[src/rtl/crs_pkg.sv]
// Purpose: Shared types and constants of the chip reset sequencer
// Assumes: 32-bit APB register access, one system clock
// Notes: Peripheral default values are loaded by the units themselves
package crs_pkg;
  localparam int unsigned CNT_W = 11;
  localparam int unsigned ADDR_W = 8;
  localparam int unsigned EV_W = 6;
  localparam int unsigned STARTUP_CYC = 1024;
  localparam int unsigned OPT_LOAD_CYC = 32;

  localparam logic [ADDR_W-1:0] ADDR_STATUS = 8'h00;
  localparam logic [ADDR_W-1:0] ADDR_IRQ_STS = 8'h04;
  localparam logic [ADDR_W-1:0] ADDR_IRQ_MASK = 8'h08;
  localparam logic [ADDR_W-1:0] ADDR_CTRL = 8'h0c;

  localparam int unsigned ST_TO_BIT = 0;
  localparam int unsigned ST_PD_BIT = 1;
  localparam int unsigned ST_CAUSE_LSB = 2;
  localparam int unsigned ST_BUSY_BIT = 5;
  localparam int unsigned CTRL_WDT_EN_BIT = 0;

  localparam int unsigned EV_POR = 0;
  localparam int unsigned EV_PIN_NORM = 1;
  localparam int unsigned EV_PIN_HALT = 2;
  localparam int unsigned EV_WDT_NORM = 3;
  localparam int unsigned EV_WDT_WARM = 4;
  localparam int unsigned EV_WAKE = 5;
  localparam logic [EV_W-1:0] IRQ_STS_RST = 6'h01;
  localparam logic [EV_W-1:0] IRQ_MASK_RST = 6'h00;

  // Defaults the units load on every chip reset except a warm one
  localparam logic [7:0] TIMER_A_CONTROL_DEF = 8'h08;
  localparam logic [7:0] CONVERTER_CONTROL_DEF = 8'h40;
  localparam logic [7:0] IRQ_CONTROL_DEF = 8'h00;
  localparam logic [7:0] PORT_DEF = 8'hff;
  localparam logic [7:0] MEMORY_POINTER_SET = 8'h80;
  localparam logic [10:0] PROGRAM_COUNTER_DEF = 11'h000;

  typedef enum logic [2:0] {
    CS_POR, CS_PIN_NORM, CS_PIN_HALT, CS_WDT_NORM, CS_WDT_WARM
  } crs_cause_t;

  typedef enum logic [2:0] {
    ST_OPTLOAD, ST_STARTUP, ST_PIN_HOLD, ST_WARM, ST_WAKE, ST_RUN
  } crs_fsm_t;

  typedef struct packed {
    logic psel;
    logic penable;
    logic pwrite;
    logic [ADDR_W-1:0] paddr;
    logic [31:0] pwdata;
  } crs_apb_req_t;

  typedef struct packed {
    logic pc_zero;
    logic sp_top;
    logic irq_disable;
    logic presc_clear;
    logic timers_stop;
    logic pulse_float;
    logic ports_input;
    logic wdt_clear;
    logic load_defaults;
    logic counts_unknown;
    logic cpu_hold;
  } crs_unit_rst_t;

  localparam crs_unit_rst_t UNIT_POR = 11'h7ff;

  typedef struct packed {
    logic sync1;
    logic sync2;
    logic sync3;
    logic pin_lvl;
    crs_fsm_t st;
    crs_cause_t cause;
    logic [CNT_W-1:0] cnt;
    logic to_flag;
    logic pd_flag;
    logic [EV_W-1:0] irq_sts;
    logic [EV_W-1:0] irq_mask;
    logic wdt_en;
    logic pready;
    logic pslverr;
    logic [31:0] prdata;
    crs_unit_rst_t unit;
    logic irq;
  } crs_state_t;
endpackage

[src/rtl/chip_reset_sequencer.sv]
// Purpose: Reset cause tracking and start-up sequencing for a small MCU
// Assumes: Watchdog, halt and wake strobes come from logic on sys_clk
// Notes: Registers reached over APB; one level interrupt from the masked per-cause status bits
`timescale 1ns/1ps
`default_nettype none

// Function
// RULE_01: Pin reset in running or halt, or watchdog in running, fully resets the chip.
// RULE_02: Watchdog timeout while halted gives warm reset: only PC and stack pointer.
// RULE_03: Power-up clears both flags; pin reset keeps them; pin wake gives 0,1.
// RULE_04: Watchdog in running sets timeout; watchdog wake from halt sets both flags.
// RULE_05: Start-up delay of 1024 clocks after every reset and every halt wake-up.
// RULE_06: Internal reset stays asserted until the start-up delay has elapsed.
// RULE_07: Power-up, watchdog running and pin resets add an option-load delay first.
// RULE_08: Chip reset zeroes PC, masks interrupts, stops timers, floats output, ports input.
// RULE_09: Watchdog is cleared during reset and counts again once reset ends.
// RULE_10: Every non-warm reset loads the peripheral register defaults.
// RULE_11: Warm reset leaves everything but PC and stack pointer; both flags set to one.
// RULE_12: Counts and pulse period unknown after power-up or watchdog, kept on pin reset.
// RULE_13: Power-down flag clears on power-up and watchdog clear, sets on halt.
// RULE_14: Entering halt sets the power-down flag and clears the timeout flag.
// RULE_15: Reset pin is synchronised; reset holds through option-load and start-up delays.
module chip_reset_sequencer #(
  parameter int unsigned STARTUP_CYC = crs_pkg::STARTUP_CYC,
  parameter int unsigned OPT_LOAD_CYC = crs_pkg::OPT_LOAD_CYC
) (
  input wire logic sys_clk,
  input wire logic rst_b,
  input wire crs_pkg::crs_apb_req_t apb_req,
  output logic [31:0] prdata,
  output logic pready,
  output logic pslverr,
  input wire logic ext_reset_n_pin,
  input wire logic wdt_timeout,
  input wire logic halted,
  input wire logic halt_exec,
  input wire logic clrwdt_exec,
  input wire logic wake_req,
  output crs_pkg::crs_unit_rst_t unit_rst,
  output logic timeout_flag,
  output logic powerdown_flag,
  output logic irq
);

  if (STARTUP_CYC < 1 || STARTUP_CYC > (1 << crs_pkg::CNT_W)) begin : g_chk_su
    $error("STARTUP_CYC out of counter range");
  end
  if (OPT_LOAD_CYC < 1 || OPT_LOAD_CYC > (1 << crs_pkg::CNT_W)) begin : g_chk_ol
    $error("OPT_LOAD_CYC out of counter range");
  end

  localparam logic [crs_pkg::CNT_W-1:0] SU_LAST = crs_pkg::CNT_W'(STARTUP_CYC - 1);
  localparam logic [crs_pkg::CNT_W-1:0] OL_LAST = crs_pkg::CNT_W'(OPT_LOAD_CYC - 1);
  localparam logic [crs_pkg::CNT_W-1:0] CNT_ONE = 11'h001;
  localparam logic [crs_pkg::CNT_W-1:0] CNT_ZERO = 11'h000;

  crs_pkg::crs_state_t s_r;
  crs_pkg::crs_state_t s_nxt;

  logic live;
  logic ev_pin_norm;
  logic ev_pin_halt;
  logic ev_wdt_norm;
  logic ev_wdt_warm;
  logic ev_wake;
  logic ev_halt;
  logic ev_clrwdt;
  logic acc;
  logic chip;
  logic warm;
  logic [crs_pkg::EV_W-1:0] ev_vec;
  logic [crs_pkg::EV_W-1:0] rd_clr;

  always_comb begin
    s_nxt = s_r;

    // Three-stage pin synchroniser; a level counts once stages two and three agree
    s_nxt.sync1 = ext_reset_n_pin; // RULE_15
    s_nxt.sync2 = s_r.sync1;
    s_nxt.sync3 = s_r.sync2;
    if (s_r.sync2 == s_r.sync3) begin
      s_nxt.pin_lvl = s_r.sync3; // RULE_15
    end

    // Cause detection; pin beats watchdog, watchdog beats wake and instructions
    live = (s_r.st == crs_pkg::ST_RUN) || (s_r.st == crs_pkg::ST_WAKE);
    ev_pin_norm = live && !s_r.pin_lvl && !halted; // RULE_01
    ev_pin_halt = live && !s_r.pin_lvl && halted; // RULE_01
    ev_wdt_norm = live && s_r.pin_lvl && wdt_timeout && s_r.wdt_en && !halted; // RULE_01
    ev_wdt_warm = live && s_r.pin_lvl && wdt_timeout && s_r.wdt_en && halted; // RULE_02
    ev_wake = (s_r.st == crs_pkg::ST_RUN) && s_r.pin_lvl && halted && wake_req
      && !(wdt_timeout && s_r.wdt_en);
    ev_halt = (s_r.st == crs_pkg::ST_RUN) && s_r.pin_lvl && !halted && halt_exec
      && !(wdt_timeout && s_r.wdt_en);
    ev_clrwdt = (s_r.st == crs_pkg::ST_RUN) && s_r.pin_lvl && !halted && clrwdt_exec
      && !halt_exec && !(wdt_timeout && s_r.wdt_en);

    ev_vec = '0;
    ev_vec[crs_pkg::EV_PIN_NORM] = ev_pin_norm;
    ev_vec[crs_pkg::EV_PIN_HALT] = ev_pin_halt;
    ev_vec[crs_pkg::EV_WDT_NORM] = ev_wdt_norm;
    ev_vec[crs_pkg::EV_WDT_WARM] = ev_wdt_warm;
    ev_vec[crs_pkg::EV_WAKE] = ev_wake;

    // Flag updates
    if (ev_pin_halt) begin
      s_nxt.to_flag = 1'b0; // RULE_03
      s_nxt.pd_flag = 1'b1; // RULE_03
    end else if (ev_wdt_norm) begin
      s_nxt.to_flag = 1'b1; // RULE_04
    end else if (ev_wdt_warm) begin
      s_nxt.to_flag = 1'b1; // RULE_04
      s_nxt.pd_flag = 1'b1; // RULE_11
    end else if (ev_halt) begin
      s_nxt.pd_flag = 1'b1; // RULE_14
      s_nxt.to_flag = 1'b0; // RULE_14
    end else if (ev_clrwdt) begin
      s_nxt.pd_flag = 1'b0; // RULE_13
    end

    // Sequencer
    case (s_r.st)
      crs_pkg::ST_OPTLOAD: begin
        if (!s_r.pin_lvl) begin
          s_nxt.st = crs_pkg::ST_PIN_HOLD;
        end else if (s_r.cnt == CNT_ZERO) begin
          s_nxt.st = crs_pkg::ST_STARTUP; // RULE_07
          s_nxt.cnt = SU_LAST;
        end else begin
          s_nxt.cnt = s_r.cnt - CNT_ONE;
        end
      end
      crs_pkg::ST_STARTUP: begin
        if (!s_r.pin_lvl) begin
          s_nxt.st = crs_pkg::ST_PIN_HOLD;
        end else if (s_r.cnt == CNT_ZERO) begin
          s_nxt.st = crs_pkg::ST_RUN; // RULE_06
        end else begin
          s_nxt.cnt = s_r.cnt - CNT_ONE; // RULE_05
        end
      end
      crs_pkg::ST_PIN_HOLD: begin
        if (s_r.pin_lvl) begin
          s_nxt.st = crs_pkg::ST_OPTLOAD; // RULE_15
          s_nxt.cnt = OL_LAST;
        end
      end
      crs_pkg::ST_WARM: begin
        if (!s_r.pin_lvl) begin
          s_nxt.st = crs_pkg::ST_PIN_HOLD;
          s_nxt.cause = crs_pkg::CS_PIN_HALT;
        end else if (s_r.cnt == CNT_ZERO) begin
          s_nxt.st = crs_pkg::ST_RUN;
        end else begin
          s_nxt.cnt = s_r.cnt - CNT_ONE; // RULE_05
        end
      end
      crs_pkg::ST_WAKE, crs_pkg::ST_RUN: begin
        if (ev_pin_norm || ev_pin_halt) begin
          s_nxt.st = crs_pkg::ST_PIN_HOLD;
          s_nxt.cause = ev_pin_halt ? crs_pkg::CS_PIN_HALT : crs_pkg::CS_PIN_NORM;
        end else if (ev_wdt_norm) begin
          s_nxt.st = crs_pkg::ST_OPTLOAD; // RULE_07
          s_nxt.cnt = OL_LAST;
          s_nxt.cause = crs_pkg::CS_WDT_NORM;
        end else if (ev_wdt_warm) begin
          s_nxt.st = crs_pkg::ST_WARM; // RULE_02
          s_nxt.cnt = SU_LAST;
          s_nxt.cause = crs_pkg::CS_WDT_WARM;
        end else if (ev_wake) begin
          s_nxt.st = crs_pkg::ST_WAKE; // RULE_05
          s_nxt.cnt = SU_LAST;
        end else if (s_r.st == crs_pkg::ST_WAKE) begin
          if (s_r.cnt == CNT_ZERO) begin
            s_nxt.st = crs_pkg::ST_RUN;
          end else begin
            s_nxt.cnt = s_r.cnt - CNT_ONE;
          end
        end
      end
      default: begin
        s_nxt.st = crs_pkg::ST_PIN_HOLD;
      end
    endcase

    // Unit reset controls follow the next state so they line up with it
    chip = (s_nxt.st == crs_pkg::ST_OPTLOAD) || (s_nxt.st == crs_pkg::ST_STARTUP)
      || (s_nxt.st == crs_pkg::ST_PIN_HOLD);
    warm = (s_nxt.st == crs_pkg::ST_WARM);
    s_nxt.unit.pc_zero = chip || warm; // RULE_08
    s_nxt.unit.sp_top = chip || warm; // RULE_08
    s_nxt.unit.irq_disable = chip; // RULE_08
    s_nxt.unit.presc_clear = chip; // RULE_08
    s_nxt.unit.timers_stop = chip; // RULE_08
    s_nxt.unit.pulse_float = chip; // RULE_08
    s_nxt.unit.ports_input = chip; // RULE_08
    s_nxt.unit.wdt_clear = chip || warm; // RULE_09
    s_nxt.unit.load_defaults = chip; // RULE_10
    s_nxt.unit.counts_unknown = chip && ((s_nxt.cause == crs_pkg::CS_POR)
      || (s_nxt.cause == crs_pkg::CS_WDT_NORM)); // RULE_12
    s_nxt.unit.cpu_hold = (s_nxt.st != crs_pkg::ST_RUN); // RULE_06

    // APB slave: ready one cycle into the access phase, commit on the edge after that
    acc = apb_req.psel && apb_req.penable;
    rd_clr = '0;
    s_nxt.pready = 1'b0;
    s_nxt.pslverr = 1'b0;
    if (acc && !s_r.pready) begin
      s_nxt.pready = 1'b1;
      s_nxt.prdata = '0;
      if (apb_req.paddr == crs_pkg::ADDR_STATUS) begin
        s_nxt.prdata[crs_pkg::ST_TO_BIT] = s_r.to_flag;
        s_nxt.prdata[crs_pkg::ST_PD_BIT] = s_r.pd_flag;
        s_nxt.prdata[crs_pkg::ST_CAUSE_LSB +: 3] = s_r.cause;
        s_nxt.prdata[crs_pkg::ST_BUSY_BIT] = (s_r.st != crs_pkg::ST_RUN);
        s_nxt.pslverr = apb_req.pwrite;
      end else if (apb_req.paddr == crs_pkg::ADDR_IRQ_STS) begin
        s_nxt.prdata[crs_pkg::EV_W-1:0] = s_r.irq_sts;
        s_nxt.pslverr = apb_req.pwrite;
      end else if (apb_req.paddr == crs_pkg::ADDR_IRQ_MASK) begin
        s_nxt.prdata[crs_pkg::EV_W-1:0] = s_r.irq_mask;
      end else if (apb_req.paddr == crs_pkg::ADDR_CTRL) begin
        s_nxt.prdata[crs_pkg::CTRL_WDT_EN_BIT] = s_r.wdt_en;
      end else begin
        s_nxt.pslverr = 1'b1;
      end
    end
    if (acc && s_r.pready && !s_r.pslverr) begin
      if (apb_req.pwrite) begin
        if (apb_req.paddr == crs_pkg::ADDR_IRQ_MASK) begin
          s_nxt.irq_mask = apb_req.pwdata[crs_pkg::EV_W-1:0];
        end else if (apb_req.paddr == crs_pkg::ADDR_CTRL) begin
          s_nxt.wdt_en = apb_req.pwdata[crs_pkg::CTRL_WDT_EN_BIT];
        end
      end else if (apb_req.paddr == crs_pkg::ADDR_IRQ_STS) begin
        rd_clr = s_r.prdata[crs_pkg::EV_W-1:0];
      end
    end

    // Only bits actually returned are cleared; a new event wins over the clear
    s_nxt.irq_sts = (s_r.irq_sts & ~rd_clr) | ev_vec;
    s_nxt.irq = |(s_nxt.irq_sts & s_nxt.irq_mask);
  end

  always_ff @(posedge sys_clk or negedge rst_b) begin
    if (!rst_b) begin
      s_r.sync1 <= 1'b1;
      s_r.sync2 <= 1'b1;
      s_r.sync3 <= 1'b1;
      s_r.pin_lvl <= 1'b1;
      s_r.st <= crs_pkg::ST_OPTLOAD;
      s_r.cause <= crs_pkg::CS_POR;
      s_r.cnt <= OL_LAST;
      s_r.to_flag <= 1'b0; // RULE_03
      s_r.pd_flag <= 1'b0; // RULE_13
      s_r.irq_sts <= crs_pkg::IRQ_STS_RST;
      s_r.irq_mask <= crs_pkg::IRQ_MASK_RST;
      s_r.wdt_en <= 1'b1;
      s_r.pready <= 1'b0;
      s_r.pslverr <= 1'b0;
      s_r.prdata <= '0;
      s_r.unit <= crs_pkg::UNIT_POR;
      s_r.irq <= 1'b0;
    end else begin
      s_r <= s_nxt;
    end
  end

  assign prdata = s_r.prdata;
  assign pready = s_r.pready;
  assign pslverr = s_r.pslverr;
  assign unit_rst = s_r.unit;
  assign timeout_flag = s_r.to_flag;
  assign powerdown_flag = s_r.pd_flag;
  assign irq = s_r.irq;
endmodule
`default_nettype wire

[config.mk]
export PLATFORM = sky130hd
export DESIGN_NAME = chip_reset_sequencer
export DESIGN_NICKNAME = d
export VERILOG_FILES = /design/src/rtl/crs_pkg.sv /design/src/rtl/chip_reset_sequencer.sv
export SDC_FILE = /design/constraint.sdc
export NUM_CORES = 1
export LEC_CHECK = 0
export ABC_AREA = 1
export BUFFER_PORTS_ARGS = -buffer_cell sky130_fd_sc_hd__buf_2
export CORE_MARGIN = 1
export CORE_UTILIZATION = 25
export DETAILED_ROUTE_END_ITERATION = 12
export HOLD_SLACK_MARGIN = 0.08
export PLACE_DENSITY = 0.43
export SYNTH_ARGS = -nofsm -noshare
export SYNTH_HDL_FRONTEND = slang
export SYNTH_SLANG_ARGS = --single-unit
[constraint.sdc]
create_clock -name sys_clk -period 1.7 [get_ports sys_clk]
set_input_delay 0.34 -clock sys_clk [delete_from_list [all_inputs] [get_ports sys_clk]]
set_output_delay 0.34 -clock sys_clk [all_outputs]
set_load 0.01 [all_outputs]
==> out/results.ini <==
[status]
status = finished clean

[die]
io_pins = 99
die_y_um = 116
rows = 41
core_um2 = 12700
dieArea_um2 = 13500
die_x_um = 116
start_util = 0.257

[sta]
period_needed_ps = 1670
fin_worst_skew_ps = 5.28
setup_ws_ps = 27.2
finalSetupViolations = 0
rsz0062_at_grt = yes
fin_crit_sh = 0.984
clock.fmax_ghz = 0.598
report.final.slew_viol_count = 0
final_hold_viol_count = 0

[final_layout]
final_area_um2 = 4070
syn_to_final_growth_pct = 25.0
design.final.nets = 568
seqCellArea_um2 = 1250
drive_gt1_frac = 0.351
fillers = 1397
n_antenna_cell = 0
multiInputGateArea_um2 = 1640
layout.cells.non_filler = 687

[worst_setup_path]
start_kind = flop
arrival_ps = 1860
worstPathRequired_ps = 1890
timing.critical_path.fanout_max = 4
path_class = flop to flop
endpoint_kind = flop
reg2regPathDepth = 13

[placement]
hpwl_mm = 6.15
gp_congestion = 0.826
dpl-instance-area_um2 = 3740
io_buffers = 46
detailedPlace.worstSlack_ps = -104
place_inst = 671

[hold_path]
min_path_type = input port to flop
hold-path-cell-count = 1

[yosys]
ys.warnings.count = 0
ys_types = 42
yosys-top-cells-area = dfrtp_1 26%, nand2_1 15%, dfstp_2 12%
synthCells = 442
seq_area_frac_synth = 0.382
synth_area_leader_cell = dfrtp_1
synthesis.area_um2 = 3260
synth_top_area_share = 0.261
async_flop_share = 1.00
ys.flop_type = dfrtp_1
postSynthAreaPerCell_um2 = 7.37
ys_seq_elements = 49
synth-edff-count = 0

[grt]
use_met1 = 0.165
grt_max_degree = 50
grt_overflow_total = 0
grt_pass1_wl_mm = 13.5
use_met3 = 0.0234
grt-busiest-layer = met2
first_global_vias = 2796
antenna_found_initial = 0
gr-usage-all-layers = 0.130
use_met2 = 0.220

[job]
cap_violations = 0

[clocking]
cts_buffer_depth = 2
cts_tree = yes
cts_sinks = 49
h-tree-depth = 2
cts_root_buffer = clkbuf_16
insertion_delay_ps = 290
cts_buffers = 5
clk_pin_slew_ps = 70

[route]
via_per_inst = 4.17
initialDrtViolationCount = 150
ant_nets = 0
wl_mm = 8.06
routedWlPerCell_um = 11.7
firstDrtPassIters = 4
drc_errors = 0
vias = 2865

[power_and_ir_drop]
p_leak_nw = 2.05
pwr_density_cell_nw_per_um2 = 961
ir_drop_mv = 0.307

## worst paths after layout
path / start / end / slack, ps
hold reg to reg: s_nxt[80] / s_nxt[79] / 360
max in group asynchronous: rst_b / s_r[53] / 840
hold / removal: ext_reset_n_pin / s_nxt[80] / 150
min in group asynchronous: rst_b / s_r[76] / 560
setup / recovery: s_r[61] / s_r[69] / 30
setup reg to reg: s_r[61] / s_r[69] / 30
## timing repair
action	CTS	global route
setup endpoints to repair	12	14
hold buffers	1	0
pin swaps	3	12
setup buffers	1	6
endpoints found under the hold margin	34	0
gates resized for setup	7	30
## synth_stat cells, types with 2 or more instances
library cell,count
nand2_4,2
o211ai_1,2
nand2_2,6
o21ai_0,9
o21ai_2,2
ha_1,3
o21ai_1,6
a41oi_1,4
nor4_1,3
or2_2,2
nor2_1,37
buf_4,46
nor3_1,8
nor2_2,3
dfstp_2,15
inv_1,50
nand3_1,40
nand4_1,4
inv_4,2
dfrtp_1,34
nand2_1,133
inv_2,4
a21oi_1,3
a22oi_1,2
nor2_4,5
## cell usage in the layout (no fill, tap or decap), types with 3 or more instances in the layout
master     synthesis  routed
nand3_2            1       3
dfstp_2           15      15
o21ai_2            2       3
a21oi_1            3       3
nand3_1           40      38
dfrtp_1           34      32
nor2_4             5       6
nor3_1             8       6
nor2_2             3       6
a22oi_2            1       3
nand4_1            4       4
o21ai_0            9       7
inv_2              4       8
nand2_2            6      18
inv_1             50      45
nor4_1             3       3
nor2_1            37      33
nand2_1          133     121
conb_1             1      26
buf_4             46      38
buf_2              1      46
o21ai_1            6       7
a41oi_1            4       4
clkbuf_16          0       5
## layer usage
metal / vias to the layer above / part of all wire
met5: - / 0
met4: 0 / 0.016
met3: 12 / 0.035
met2: 66 / 0.46
met1: 1306 / 0.49
li1: 1481 / -
## flip-flops by register name, summed over array words and instances (netlist names)
signal          flops
pslverr             1
pready              1
irq                 1
s_nxt               2
timeout_flag        1
powerdown_flag      1
unit_rst            4
s_r                32
prdata              6
## stage by stage
stage / setup TNS, ps / utilization / hold WS, ps / power (mW)
2_1_floorplan: 0 / - / 44.4 / 2.31
3_3_place_gp: -369 / 0.295 / 349 / 2.67
3_5_place_dp: -656 / 0.295 / 348 / 2.68
4_1_cts: -3.85 / 0.311 / 138 / 3.80
5_1_grt: -398 / 0.321 / 144 / 4.21
6_report: 0 / 0.321 / 150 / 3.91
## cell type report
| class | instances | share of cell area |
|---|---|---|
| clock buffer | 6 | 0.0341 |
| timing repair buffer | 89 | 0.144 |
| sequential | 49 | 0.306 |
| multi-input combinational | 313 | 0.404 |
| inverter | 56 | 0.0541 |
| tap | 172 | 0.0529 |
| clock inverter | 2 | 0.00400 |
## report_power, final
group          switching (mW)  internal (mW)  leakage (nW)
Clock                   0.465          0.592        0.0735
Sequential              0.115           1.33         0.598
Combinational           0.807          0.596          1.38
## worst max-delay path: stages (launching register included)
cell	delay, ps
dfstp_2	560
inv_4	50
buf_4	120
ha_2	200
nand2_2	90
nor2_1	60
nand2_1	60
nand2_1	90
nand2_2	70
nand2_1	40
nand2_1	60
nand2_1	40
nand2_1	60
nand2_1	40
## cell families after synthesis
group	count (synthesis)	share of synthesized area
and+or+nand+nor	250	0.355
adders and majority gates	4	0.0146
buffers and inverters	105	0.178
other	1	0.00115
AOI/OAI and AO/OA	33	0.0691
DFF	49	0.382
No activity file was read; power rests on OpenSTA's default activity.
